<file path="src/rtl/cbb_pkg.sv">
// Shared constants and types for the CPU system bus bridge.
// Assumes one clock domain and an APB register port.
`default_nettype none

package cbb_pkg;

  // ----------------------------------------------------------------------
  // Bus command codes
  // ----------------------------------------------------------------------
  localparam logic [2:0] CMD_READ   = 3'h0;
  localparam logic [2:0] CMD_WRITE  = 3'h1;
  localparam logic [2:0] CMD_RSVD2  = 3'h2;
  localparam logic [2:0] CMD_VICTIM = 3'h3;
  localparam logic [2:0] CMD_CSR_RD = 3'h4;
  localparam logic [2:0] CMD_CSR_WR = 3'h5;
  localparam logic [2:0] CMD_RSVD6  = 3'h6;
  localparam logic [2:0] CMD_PRIV   = 3'h7;

  // ----------------------------------------------------------------------
  // Processor request kinds
  // ----------------------------------------------------------------------
  localparam logic [2:0] PK_DREAD  = 3'h0;
  localparam logic [2:0] PK_READ_BLOCK_REQUEST = 3'h1;
  localparam logic [2:0] PK_WRITE_BLOCK_REQUEST = 3'h2;
  localparam logic [2:0] PK_LDL    = 3'h3;
  localparam logic [2:0] PK_STC    = 3'h4;
  localparam logic [2:0] PK_BB_RD  = 3'h5;
  localparam logic [2:0] PK_BB_WR  = 3'h6;

  // ----------------------------------------------------------------------
  // Registers
  // ----------------------------------------------------------------------
  localparam logic [11:0] OFF_MODE   = 12'h000;
  localparam logic [11:0] OFF_LOCK   = 12'h004;
  localparam logic [11:0] OFF_STATUS = 12'h008;
  localparam int          LOCK_BIT   = 31;
  localparam logic        MODE_RST   = 1'h0;
  localparam logic [1:0]  MAX_OUTST  = 2'h3;
  localparam logic [31:0] NODE_BASE  = 32'hF800_0000;
  localparam logic [31:0] NODE_MASK  = 32'hFF80_0000;

  typedef enum logic [4:0] {
    ST_IDLE  = 5'h01,
    ST_SEM   = 5'h02,
    ST_PROBE = 5'h04,
    ST_ARB   = 5'h08,
    ST_WAIT  = 5'h10
  } cbb_state_type;

  typedef struct packed {
    logic [2:0]  kind;
    logic [31:0] addr;
  } cbb_preq_type;

  typedef struct packed {
    logic [2:0]  cmd;
    logic [31:0] addr;
    logic        own;
  } cbb_snoop_type;

  typedef struct packed {
    logic        bmap_hit;
    logic        valid;
    logic        dirty;
    logic        pmap_hit;
    logic        victim_match;
  } cbb_look_type;

  typedef struct packed {
    logic [2:0]  cmd;
    logic [31:0] addr;
  } cbb_bcmd_type;

endpackage : cbb_pkg

`default_nettype wire

</file>
<file path="src/rtl/cbb_bridge.sv">
// CPU system bus bridge: processor requests, snoops, APB registers.
// Assumes synchronous inputs on pclk and lookup results valid while
// the cache access semaphore is high.
`default_nettype none

module cbb_bridge (
  input  wire logic                 pclk,
  input  wire logic                 presetn,
  input  wire logic                 psel,
  input  wire logic                 penable,
  input  wire logic                 pwrite,
  input  wire logic [11:0]          paddr,
  input  wire logic [31:0]          pwdata,
  output logic      [31:0]          prdata,
  output logic                      pready,
  output logic                      pslverr,
  input  wire logic                 preq_valid,
  input  wire cbb_pkg::cbb_preq_type preq,
  output logic                      preq_ready,
  output logic                      proc_done,
  output logic                      proc_fail,
  output logic      [31:0]          proc_rdata,
  input  wire logic                 bc_hit,
  input  wire logic                 bc_dirty,
  output logic                      tag_capture,
  output logic                      tag_update,
  output logic                      pmap_update,
  output logic                      bc_write,
  output logic                      bb_write,
  output logic                      bus_req,
  input  wire logic                 bus_grant,
  output logic                      bcmd_valid,
  output cbb_pkg::cbb_bcmd_type     bcmd,
  input  wire logic                 bus_done,
  input  wire logic                 bus_shared,
  input  wire logic [31:0]          bus_rdata,
  input  wire logic                 snoop_valid,
  input  wire cbb_pkg::cbb_snoop_type snoop,
  input  wire cbb_pkg::cbb_look_type look,
  output logic                      cache_access_semaphore,
  output logic                      supply_data,
  output logic                      pcache_inval,
  output logic                      bc_inval,
  output logic                      csr_ack
);

  // ----------------------------------------------------------------------
  // State
  // ----------------------------------------------------------------------
  cbb_pkg::cbb_state_type state_q;
  cbb_pkg::cbb_preq_type  req_q;
  cbb_pkg::cbb_bcmd_type  bcmd_q;
  cbb_pkg::cbb_snoop_type snp_q;
  logic        lock_q, mode_q, wb_pend_q, vic_pend_q, rel_q, rdy_q;
  logic        sem_q, snp_look_q;
  logic [1:0]  outst_q, outst_d;
  logic        pready_q, pslverr_q;
  logic [31:0] prdata_q, rdata_q;
  logic        done_q, fail_q, tcap_q, tupd_q, pmap_q, bcw_q, bbw_q;
  logic        breq_q, bval_q, sup_q, pinv_q, binv_q, csr_q;
  logic        issue, lock_set, lock_clr, snp_acc, snp_end;
  logic        apb_set, apb_wr, node_hit;
  logic [1:0]  n_inc, n_dec;

  assign apb_set  = psel && !penable;
  // Writes land at the access edge, when the transfer completes.
  assign apb_wr   = psel && penable && pready_q && pwrite;
  assign issue    = (state_q == cbb_pkg::ST_ARB) && bus_grant
                    && (outst_q != cbb_pkg::MAX_OUTST);
  assign snp_acc  = snoop_valid && !snp_look_q && !sem_q;
  assign snp_end  = snp_look_q;
  assign node_hit = (snp_q.addr & cbb_pkg::NODE_MASK)
                    == cbb_pkg::NODE_BASE;

  // ----------------------------------------------------------------------
  // APB slave, no wait states
  // ----------------------------------------------------------------------
  always_ff @(posedge pclk or negedge presetn) begin
    if (!presetn) begin
      pready_q  <= 1'b0;
      pslverr_q <= 1'b0;
      prdata_q  <= 32'h0000_0000;
    end else begin
      pready_q  <= apb_set;
      pslverr_q <= 1'b0;
      prdata_q  <= 32'h0000_0000;
      if (apb_set) begin
        case (paddr)
          cbb_pkg::OFF_MODE:   prdata_q[0] <= mode_q;
          cbb_pkg::OFF_LOCK:   prdata_q[cbb_pkg::LOCK_BIT] <= lock_q;
          cbb_pkg::OFF_STATUS: prdata_q <= {21'h0, sem_q, outst_q,
                                            3'h0, state_q};
          default:             pslverr_q <= 1'b1;
        endcase
      end
    end
  end

  always_ff @(posedge pclk or negedge presetn) begin
    if (!presetn) begin
      mode_q <= cbb_pkg::MODE_RST;
    end else if (apb_wr && paddr == cbb_pkg::OFF_MODE) begin
      mode_q <= pwdata[0];
    end
  end

  // ----------------------------------------------------------------------
  // Lock flag: hardware set wins over any clear
  // ----------------------------------------------------------------------
  assign lock_set = (state_q == cbb_pkg::ST_PROBE)
                    && req_q.kind == cbb_pkg::PK_LDL;
  assign lock_clr = (state_q == cbb_pkg::ST_PROBE)
                    && req_q.kind == cbb_pkg::PK_STC
                    && lock_q && bc_hit;

  always_ff @(posedge pclk or negedge presetn) begin
    if (!presetn) begin
      lock_q <= 1'b0;
    end else if (lock_set) begin
      lock_q <= 1'b1;
    end else if (lock_clr) begin
      lock_q <= 1'b0;
    end else if (apb_wr && paddr == cbb_pkg::OFF_LOCK) begin
      lock_q <= pwdata[cbb_pkg::LOCK_BIT];
    end
  end

  // ----------------------------------------------------------------------
  // Processor request sequencer
  // ----------------------------------------------------------------------
  always_ff @(posedge pclk or negedge presetn) begin
    if (!presetn) begin
      state_q    <= cbb_pkg::ST_IDLE;
      req_q      <= '0;
      bcmd_q     <= '0;
      wb_pend_q  <= 1'b0;
      vic_pend_q <= 1'b0;
      rel_q      <= 1'b0;
      rdy_q      <= 1'b1;
      rdata_q    <= 32'h0000_0000;
      done_q     <= 1'b0;
      fail_q     <= 1'b0;
      tcap_q     <= 1'b0;
      tupd_q     <= 1'b0;
      pmap_q     <= 1'b0;
      bcw_q      <= 1'b0;
      bbw_q      <= 1'b0;
      breq_q     <= 1'b0;
      bval_q     <= 1'b0;
    end else begin
      done_q <= 1'b0;
      tcap_q <= 1'b0;
      tupd_q <= 1'b0;
      pmap_q <= 1'b0;
      bcw_q  <= 1'b0;
      bbw_q  <= 1'b0;
      bval_q <= 1'b0;
      rdy_q  <= 1'b0;
      case (state_q)
        cbb_pkg::ST_IDLE: begin
          rdy_q <= !preq_valid;
          if (preq_valid) begin
            req_q   <= preq;
            rel_q   <= 1'b0;
            fail_q  <= 1'b0;
            if (preq.kind == cbb_pkg::PK_BB_WR) begin
              bbw_q  <= 1'b1;
              done_q <= 1'b1;
            end else begin
              state_q <= cbb_pkg::ST_SEM;
            end
          end
        end
        cbb_pkg::ST_SEM: begin
          if (!sem_q) begin
            state_q <= cbb_pkg::ST_PROBE;
          end
        end
        cbb_pkg::ST_PROBE: begin
          bcmd_q.addr <= req_q.addr;
          wb_pend_q   <= 1'b0;
          vic_pend_q  <= 1'b0;
          state_q     <= cbb_pkg::ST_ARB;
          case (req_q.kind)
            cbb_pkg::PK_DREAD: begin
              pmap_q  <= 1'b1;
              done_q  <= 1'b1;
              state_q <= cbb_pkg::ST_IDLE;
            end
            cbb_pkg::PK_READ_BLOCK_REQUEST, cbb_pkg::PK_WRITE_BLOCK_REQUEST: begin
              tcap_q     <= 1'b1;
              bcmd_q.cmd <= cbb_pkg::CMD_READ;
              wb_pend_q  <= req_q.kind == cbb_pkg::PK_WRITE_BLOCK_REQUEST;
              vic_pend_q <= bc_dirty;
            end
            cbb_pkg::PK_LDL: begin
              bcmd_q.cmd <= cbb_pkg::CMD_READ;
              if (bc_hit) begin
                done_q  <= 1'b1;
                state_q <= cbb_pkg::ST_IDLE;
              end
            end
            cbb_pkg::PK_STC: begin
              bcmd_q.cmd <= cbb_pkg::CMD_WRITE;
              if (!lock_q) begin
                fail_q  <= 1'b1;
                done_q  <= 1'b1;
                state_q <= cbb_pkg::ST_IDLE;
              end else if (bc_hit) begin
                bcw_q   <= 1'b1;
                done_q  <= 1'b1;
                state_q <= cbb_pkg::ST_IDLE;
              end
            end
            default: begin
              bcmd_q.cmd <= cbb_pkg::CMD_PRIV;
            end
          endcase
        end
        cbb_pkg::ST_ARB: begin
          breq_q <= !issue;
          if (issue) begin
            bval_q  <= 1'b1;
            state_q <= cbb_pkg::ST_WAIT;
          end
        end
        cbb_pkg::ST_WAIT: begin
          if (bus_done) begin
            rel_q <= 1'b1;
            if (!rel_q) begin
              done_q  <= 1'b1;
              rdata_q <= bus_rdata;
            end
            if (wb_pend_q && bus_shared) begin
              wb_pend_q  <= 1'b0;
              bcmd_q.cmd <= cbb_pkg::CMD_WRITE;
              breq_q     <= 1'b1;
              state_q    <= cbb_pkg::ST_ARB;
            end else if (vic_pend_q) begin
              vic_pend_q <= 1'b0;
              bcmd_q.cmd <= cbb_pkg::CMD_VICTIM;
              breq_q     <= 1'b1;
              state_q    <= cbb_pkg::ST_ARB;
            end else begin
              tupd_q  <= 1'b1;
              rdy_q   <= rel_q;
              state_q <= cbb_pkg::ST_IDLE;
            end
          end
        end
        default: begin
          rdy_q   <= 1'b1;
          state_q <= cbb_pkg::ST_IDLE;
        end
      endcase
      if (state_q == cbb_pkg::ST_PROBE && req_q.kind != cbb_pkg::PK_DREAD
          && !(req_q.kind == cbb_pkg::PK_LDL && bc_hit)
          && !(req_q.kind == cbb_pkg::PK_STC && (!lock_q || bc_hit))) begin
        breq_q <= 1'b1;
      end
    end
  end

  // ----------------------------------------------------------------------
  // Snoop responder
  // ----------------------------------------------------------------------
  always_ff @(posedge pclk or negedge presetn) begin
    if (!presetn) begin
      sem_q      <= 1'b0;
      snp_look_q <= 1'b0;
      snp_q      <= '0;
      sup_q      <= 1'b0;
      pinv_q     <= 1'b0;
      binv_q     <= 1'b0;
      csr_q      <= 1'b0;
    end else begin
      sup_q  <= 1'b0;
      pinv_q <= 1'b0;
      binv_q <= 1'b0;
      csr_q  <= 1'b0;
      snp_look_q <= snp_acc;
      if (snp_acc) begin
        snp_q <= snoop;
        sem_q <= snoop.cmd == cbb_pkg::CMD_READ
                 || snoop.cmd == cbb_pkg::CMD_WRITE;
      end
      if (snp_end) begin
        sem_q <= 1'b0;
        case (snp_q.cmd)
          cbb_pkg::CMD_READ: begin
            sup_q <= look.bmap_hit && look.valid
                     && look.dirty || look.victim_match;
          end
          cbb_pkg::CMD_WRITE: begin
            if (look.bmap_hit && look.valid) begin
              pinv_q <= look.pmap_hit;
              binv_q <= !look.pmap_hit || mode_q;
            end
          end
          cbb_pkg::CMD_CSR_RD, cbb_pkg::CMD_CSR_WR: begin
            csr_q <= node_hit;
          end
          default: begin
            csr_q <= 1'b0;
          end
        endcase
      end
    end
  end

  // ----------------------------------------------------------------------
  // Outstanding bus transaction count
  // ----------------------------------------------------------------------
  always_comb begin
    n_inc   = {1'b0, issue} + {1'b0, snp_acc};
    n_dec   = {1'b0, bus_done && state_q == cbb_pkg::ST_WAIT}
              + {1'b0, snp_end};
    outst_d = outst_q + n_inc - n_dec;
    if (outst_d > cbb_pkg::MAX_OUTST) begin
      outst_d = cbb_pkg::MAX_OUTST;
    end
  end

  always_ff @(posedge pclk or negedge presetn) begin
    if (!presetn) begin
      outst_q <= 2'h0;
    end else begin
      outst_q <= outst_d;
    end
  end

  assign prdata     = prdata_q;
  assign pready     = pready_q;
  assign pslverr    = pslverr_q;
  assign preq_ready = rdy_q;
  assign proc_done  = done_q;
  assign proc_fail  = fail_q;
  assign proc_rdata = rdata_q;
  assign tag_capture = tcap_q;
  assign tag_update = tupd_q;
  assign pmap_update = pmap_q;
  assign bc_write   = bcw_q;
  assign bb_write   = bbw_q;
  assign bus_req    = breq_q;
  assign bcmd_valid = bval_q;
  assign bcmd       = bcmd_q;
  assign cache_access_semaphore = sem_q;
  assign supply_data = sup_q;
  assign pcache_inval = pinv_q;
  assign bc_inval   = binv_q;
  assign csr_ack    = csr_q;

  // ----------------------------------------------------------------------
  // Checks
  // ----------------------------------------------------------------------
  AST_NO_RSVD_CMD: assert property (@(posedge pclk) disable iff (!presetn)
    bval_q |-> bcmd_q.cmd != cbb_pkg::CMD_RSVD2
            && bcmd_q.cmd != cbb_pkg::CMD_RSVD6)
    else $error("reserved command issued");
  AST_DREAD_MAP: assert property (@(posedge pclk) disable iff (!presetn)
    state_q == cbb_pkg::ST_PROBE && req_q.kind == cbb_pkg::PK_DREAD
    |=> pmap_q && done_q && !breq_q)
    else $error("read hit not map-only");
  AST_LDL_LOCK: assert property (@(posedge pclk) disable iff (!presetn)
    lock_set |=> lock_q)
    else $error("lock not set");
  AST_STC_FAIL: assert property (@(posedge pclk) disable iff (!presetn)
    state_q == cbb_pkg::ST_PROBE && req_q.kind == cbb_pkg::PK_STC
    && !lock_q |=> fail_q && done_q && !bcw_q && !breq_q)
    else $error("failed store not reported");
  AST_BBWR_NOBUS: assert property (@(posedge pclk) disable iff (!presetn)
    state_q == cbb_pkg::ST_IDLE && preq_valid
    && preq.kind == cbb_pkg::PK_BB_WR |=> bbw_q && !breq_q ##1 !breq_q)
    else $error("byte write used bus");
  AST_PROBE_SEM: assert property (@(posedge pclk) disable iff (!presetn)
    $rose(state_q == cbb_pkg::ST_PROBE) |-> $past(!sem_q))
    else $error("probe under semaphore");
  AST_OUTST_MAX: assert property (@(posedge pclk) disable iff (!presetn)
    bval_q |-> $past(outst_q) != cbb_pkg::MAX_OUTST)
    else $error("too many outstanding");
  AST_SEM_SPAN: assert property (@(posedge pclk) disable iff (!presetn)
    snp_acc && snoop.cmd == cbb_pkg::CMD_WRITE |=> sem_q ##1 !sem_q)
    else $error("semaphore span wrong");
  AST_VIC_IGN: assert property (@(posedge pclk) disable iff (!presetn)
    snp_end && snp_q.cmd == cbb_pkg::CMD_VICTIM
    |=> !sup_q && !binv_q && !pinv_q)
    else $error("victim write answered");
  AST_WB_SHARED: assert property (@(posedge pclk) disable iff (!presetn)
    state_q == cbb_pkg::ST_WAIT && bus_done && wb_pend_q && bus_shared
    |=> state_q == cbb_pkg::ST_ARB && bcmd_q.cmd == cbb_pkg::CMD_WRITE)
    else $error("shared write-back missing");

  COV_BLOCK: cover property (@(posedge pclk) disable iff (!presetn)
    tupd_q);
  COV_STC_OK: cover property (@(posedge pclk) disable iff (!presetn)
    bcw_q);
  COV_VICTIM: cover property (@(posedge pclk) disable iff (!presetn)
    bval_q && bcmd_q.cmd == cbb_pkg::CMD_VICTIM);
  COV_SUPPLY: cover property (@(posedge pclk) disable iff (!presetn)
    sup_q);

endmodule : cbb_bridge

`default_nettype wire

</file>
<file path="config.mk">
export PLATFORM = sky130hd
export DESIGN_NAME = cbb_bridge
export DESIGN_NICKNAME = d
export VERILOG_FILES = /design/src/rtl/cbb_pkg.sv /design/src/rtl/cbb_bridge.sv
export SDC_FILE = /design/constraint.sdc
export NUM_CORES = 1
export LEC_CHECK = 0
export BUFFER_PORTS_ARGS = -buffer_cell sky130_fd_sc_hd__buf_2
export CAP_MARGIN = 0
export CORE_MARGIN = 10
export CORE_UTILIZATION = 35
export CTS_BUF_LIST = sky130_fd_sc_hd__clkbuf_4
export CTS_CLUSTER_SIZE = 28
export DETAILED_ROUTE_END_ITERATION = 16
export PLACE_DENSITY_LB_ADDON = 0.1
export SYNTH_ARGS = -nofsm -noshare
export SYNTH_HDL_FRONTEND = slang
export SYNTH_SLANG_ARGS = --single-unit
</file>
<file path="constraint.sdc">
create_clock -name pclk -period 2.6 [get_ports pclk]
set_clock_uncertainty 0.2 [all_clocks]
set_input_delay 0.52 -clock pclk [delete_from_list [all_inputs] [get_ports pclk]]
set_output_delay 0.52 -clock pclk [all_outputs]
set_load 0.02 [all_outputs]
</file>
Word level (Yosys, flattened, before mapping)
Cells that the tools add are included.
{ "word_totals": {"mem_count": 0, "ff_bits": 199, "latchBits": 0, "rom_bits": 0, "elab_cells": 214, "ramBits": 0, "inputBits": 164} }
{ "classes": {"n_reduce_logical": 61, "shift": 0, "n_mux": 83, "multipliers": 0, "order_cmp": 1, "bitwise": 1, "eq_ne": 31, "div_mod_pow": 0, "addsub": 4} }
{ "ops": {"columns": ["op", "n"], "rows": [
  ["2-to-1 mux 1 bit", 55],
  ["2-to-1 mux 5 bit", 7],
  ["2-to-1 mux 32 bit", 1],
  ["one-hot mux 5 bit (5 select lines)", 1],
  ["logical AND 1 bit", 23],
  ["!= test 2 bit (second input constant)", 10],
  ["one-hot mux 5 bit (3 select lines)", 1],
  ["AND reduction 3 bit", 5],
  ["equality test 12 x 3 -> 1 bit (second input constant)", 1],
  ["equality test 12 x 4 -> 1 bit (second input constant)", 1],
  ["equality test 3 bit (second input constant)", 4],
  ["logical NOT 12 bit", 1],
  ["one-hot mux 1 bit (2 select lines)", 6],
  ["2-to-1 mux 10 bit", 1],
  ["equality test 3 x 1 -> 1 bit (second input constant)", 3],
  ["equality test 9 bit (second input constant)", 1],
  ["logical NOT 1 bit", 9],
  ["logical NOT 3 bit", 3],
  ["2-to-1 mux 3 bit", 3],
  ["one-hot mux 1 bit (3 select lines)", 3],
  ["one-hot mux 3 bit (3 select lines)", 1],
  ["nonzero test 3 bit", 3],
  ["OR reduction 3 bit", 3],
  ["2-to-1 mux 4 bit", 2],
  ["other kinds (22)", 33]
]} }

Depth between registers and ports, before layout
{ "depth": {"ltp_word": 8, "depth_mapped": 9} }

Least setup slack after synthesis
OpenSTA, ideal clock, no wires.
{ "synth_timing": {"path_type": "register to register", "startpoint": "register state_q[4]", "endpoint": "register outst_q[1]", "stages_incl_launch_ff": 9, "arrival_time_ns": 2.253, "required_ns": 2.320, "path_slack_ns": 0.067, "setup_time_ns": 0.080, "cell_sequence": "dfrtp_1 -> clkbuf_1 -> nor2_1 -> nand4_1 -> fa_1 -> inv_1 -> fa_1 -> xnor2_1 -> xnor2_1"} }
{ "synth_via": {"elab_chain_len": 8, "elab_cells_between_ends": 11} }
{ "synth_lines": {"columns": ["element", "line", "text"], "rows": [
  ["from (decl)", "cbb_bridge.sv:50", "cbb_pkg::cbb_state_type state_q;"],
  ["from (signal assigned)", "cbb_bridge.sv:133", "state_q <= cbb_pkg::ST_IDLE;"],
  ["from (signal assigned)", "cbb_bridge.sv:170", "state_q <= cbb_pkg::ST_SEM;"],
  ["from (signal assigned)", "cbb_bridge.sv:176", "state_q <= cbb_pkg::ST_PROBE;"],
  ["equality test 5 x 4 -> 1 bit", "cbb_bridge.sv:68", "assign issue = (state_q == cbb_pkg::ST_ARB) && bus_grant"],
  ["logical AND 1 bit", "cbb_bridge.sv:68", null],
  ["logical AND 1 bit", "cbb_bridge.sv:69", "&& (outst_q != cbb_pkg::MAX_OUTST);"],
  ["adder 1 x 1 -> 2 bit", "cbb_bridge.sv:315", "n_inc = {1'b0, issue} + {1'b0, snp_acc};"],
  ["adder 2 bit", "cbb_bridge.sv:318", "outst_d = outst_q + n_inc - n_dec;"],
  ["subtractor 2 bit *", "cbb_bridge.sv:318", null],
  ["greater-than comparator 2 bit", "cbb_bridge.sv:319", "if (outst_d > cbb_pkg::MAX_OUTST) begin"],
  ["2-to-1 mux 2 bit *", "cbb_bridge.sv:319", null],
  ["named net outst_d[1]", "cbb_bridge.sv:56", "logic [1:0] outst_q, outst_d;"],
  ["to (signal assigned)", "cbb_bridge.sv:328", "outst_q <= outst_d;"],
  ["to (decl)", "cbb_bridge.sv:56", null]
]} }
The timed path passes the listed nets; every way through them passes the cells marked *.
A chain may end at the register's enable or synchronous reset.

Final worst setup path
{ "layout_timing": {"startpoint": "input port bus_done", "endpoint": "register outst_q[1]"} }
{ "layout_via": {"elab_chain_len": 5} }
{ "layout_lines": {"columns": ["element", "line", "text"], "rows": [
  ["from (decl)", "cbb_bridge.sv:34", "input wire logic bus_done,"],
  ["logical AND 1 bit *", "cbb_bridge.sv:316", "n_dec = {1'b0, bus_done && state_q == cbb_pkg::ST_WAIT}"],
  ["adder 1 x 1 -> 2 bit *", "cbb_bridge.sv:317", "+ {1'b0, snp_end};"],
  ["subtractor 2 bit *", "cbb_bridge.sv:318", null],
  ["greater-than comparator 2 bit", "cbb_bridge.sv:319", null],
  ["2-to-1 mux 2 bit *", "cbb_bridge.sv:319", null],
  ["named net outst_d[1]", "cbb_bridge.sv:56", null]
]} }
Marks and branches as above.

==> flow_summary.yaml <==
hold_path:
  hold_path.class: "in -> reg"
global_routing:
  grt.overflow.total: 0
  grt_max_degree: 54
  grt_first_pass_wirelength_um: 28770
  grt_pass1_vias: 5447
  antenna_violations_before_repair: 2
  gr-usage-all-layers: 0.1494
floorplan:
  dieHeight_um: 153.8
  design.core.area_um2: 17420
  fp.dieW_um: 153.8
  num_rows: 48
  fp.dieArea_um2: 23660
  initial_util: 0.3599
  io_pins: 280
cells_and_area:
  layout_commonest_cell: "nand2_1"
  fin_nets: 1053
  final_area_um2: 8760
  area.growth.synth_to_final_pct: 39.74
  mostFrequentLayoutCells: "216 x nand2_1, 201 x buf_2, 151 x dfrtp_1"
  nFillCells: 1644
  post_route_cells_drive_above_1_share: 0.3211
detailed_routing:
  routedWlPerCell_um: 15.65
  drtPass1Iterations: 4
  final_antenna_net_count: 0
  initialDrtViolationCount: 139
  drt_wl_total_um: 17620
  avgViaCountPerCell: 4.464
  drc: 0
  vias: 5027
clock_network:
  tritoncts: "built"
  postCtsSetupBuffers: 0
  clock_tree.buffer_depth: 2
  clk_pin_slew_ns: 0.13
  cts.htree.levels: 4
  clock_latency_ns: 0.54
  cts-root-buf: "clkbuf_4"
  cts_sinks: 153
  numCtsBuffers: 17
critical_path:
  criticalPathCategory: "in -> reg"
  worst_setup_path_end_kind: "flop"
  cp_data_required_time_ns: 2.84
  cp_cell_sequence: "dlygate4sd3_1 > buf_2 > nor2b_1 > nand2_1 > inv_1 > fa_1 > inv_1 > fa_1 > xnor2_2 > xnor2_1"
  crit_path_max_fanout: 4
  cp_slowest_cell: "dlygate4sd3_1"
  timing.critical_path.arrival_ns: 2.76
  setup.worst_path.start_class: "input port"
  worst_path_largest_cell_delay_ns: 0.55
sta:
  fin_tns_setup_ns: 0
  max_freq_mhz: 396.0
  slew_viol_final: 0
  layout_worst_path_cycle_share: 0.9712
  layout_min_cycle_time_ns: 2.525
  rsz0062_at_grt: "no"
  worst_slew_margin_rel: 0.5533
  worst_slew_pin_slew_ns: 0.6532
  setup_viol: 0
  timing_hold_violations_final: 0
power:
  worst_ir_drop_vdd_mv: 0.3185
  power.static_leakage_uw: 0.004677
  p_per_area_nw_per_um2: 792.1
synthesis:
  syn_area_um2: 6269
  syn-instance-count: 585
  synth-async-reset-ratio: 1.000
  synthDominantAreaCellType: "dfrtp_1"
  synth-seq-cells: 153
  syn_avg_cell_area_um2: 10.72
  yosysTopAreaCellShare: 0.6028
  synthTopCellsByArea: "dfrtp_1 60%, nand2_1 13%, mux2_1 4.3%"
  synth-main-ff-cell: "dfrtp_1"
  synth_edf_count: 0
  synth_cell_types: 54
  synth.yosys.warnings: 0
  synth.yosys.seq_area_share: 0.6112
outcome:
  outcome: "completed"
placement:
  place.port_buffers: 202
  gp_routability_congestion: 0.7928
  post_dp_cell_area_um2: 7585
  dp_hpwl_um: 12790
flow_run:
  maxCapViolCount: 0
stage by stage:
step | power [uW] | hold slack (ns) | utilization | std cells | setup WS [ns]
6_report | 6938 | 0.07093 | 0.5029 | 1126 | 0.07491
5_1_grt | 7455 | 0.01651 | 0.5029 | 1126 | 0.01488
4_1_cts | 7037 | 0.01105 | 0.5024 | 1125 | 0.1142
3_5_place_dp | 5424 | 0.2550 | 0.4355 | 1006 | 0.0004250
3_3_place_gp | 5361 | 0.2454 | 0.4355 | 1006 | 0.01653
2_1_floorplan | 4650 | 0.02441 | - | 607 | 0.06675
sequential cells by signal (all words and copies together), names as in the netlist, 2 cells and up:
name,flops
prdata,9
req_q,35
state_q,5
snp_q,12
proc_rdata,32
bcmd,35
outst_q,2
worst max-delay path, delay by kind of cell:
family / cells / cell delay [ns]
AND/OR/NAND/NOR: 2 / 0.24
adder cells (fa/ha/maj): 2 / 0.91
XOR/XNOR: 2 / 0.27
buffers and inverters: 4 / 0.84
power by group:
part | internal, uW | total [uW] | switching [uW] | leakage, uW
registers | 3000 | 3400 | 396 | 0.00196
logic | 818 | 2050 | 1230 | 0.00257
clock network | 590 | 1490 | 899 | 0.000149
total | 4410 | 6940 | 2530 | 0.00468
area by class of cell:
type	instances	area, um^2	share of cell area
diodes	1	2.502	0.0002857
clock buffers	17	127.6	0.01457
clock inverters	15	166.4	0.01900
inverters	11	41.29	0.004714
multi-input cells	394	2213	0.2527
flip-flops and latches	153	3831	0.4374
well taps	225	281.5	0.03214
repair buffers	310	2096	0.2393
path summary, 6_finish.rpt:
check / startpoint / end / slack (ns) / depth (start not counted)
worst max-delay path: bus_done / outst_q[1] / 0.07 / 10
worst min-delay path: look[3] / pcache_inval / 0.07 / 3
worst max register to register: state_q[0] / outst_q[1] / 0.17 / 8
worst min register to register: snp_q[33] / supply_data / 0.27 / 1
max in group asynchronous: presetn / prdata[8] / 1.26 / 3
min in group asynchronous: presetn / proc_rdata[23] / 0.30 / 2
layer usage:
layer,global-route usage,wire length [um],vias to the layer above
met4,0.04858,222,2
met3,0.04798,1128,19
met5,0,13,-
met2,0.2439,8526,147
li1,-,-,2474
met1,0.1833,7732,2385
synth_stat cells, drive strengths merged (3+ instances only):
| cell | n |
|---|---|
| xnor2 | 3 |
| o21ai | 5 |
| or4 | 5 |
| nand3 | 7 |
| nand4 | 5 |
| clkbuf | 19 |
| nor4 | 8 |
| dfrtp | 151 |
| a21oi | 8 |
| nor3 | 6 |
| buf | 30 |
| nand2 | 216 |
| nor2 | 12 |
| mux2 | 45 |
| inv | 11 |
| and2 | 9 |
| nand2b | 5 |
cell families (layout without fill, tap and decap cells):
kind of cell               Yosys count  after routing  share of synthesized area
DFF                                153            153                     0.6112
adders and majority gates            2              2                   0.006387
buffers and inverters               60            353                    0.05230
and+or+nand+nor                    287            287                     0.2062
AOI/OAI and AO/OA                   31             31                    0.03374
muxes                               47             47                    0.08403
other                                1             24                  0.0005982
xor gates and xnor gates             4              4                   0.005590
repair_timing:
action	in CTS	in global routing
resized for setup	0	1
hold buffers	87	0
setup endpoints to repair	0	1
endpoints found under the hold margin	135	0
No activity file was read; power rests on OpenSTA's default activity.
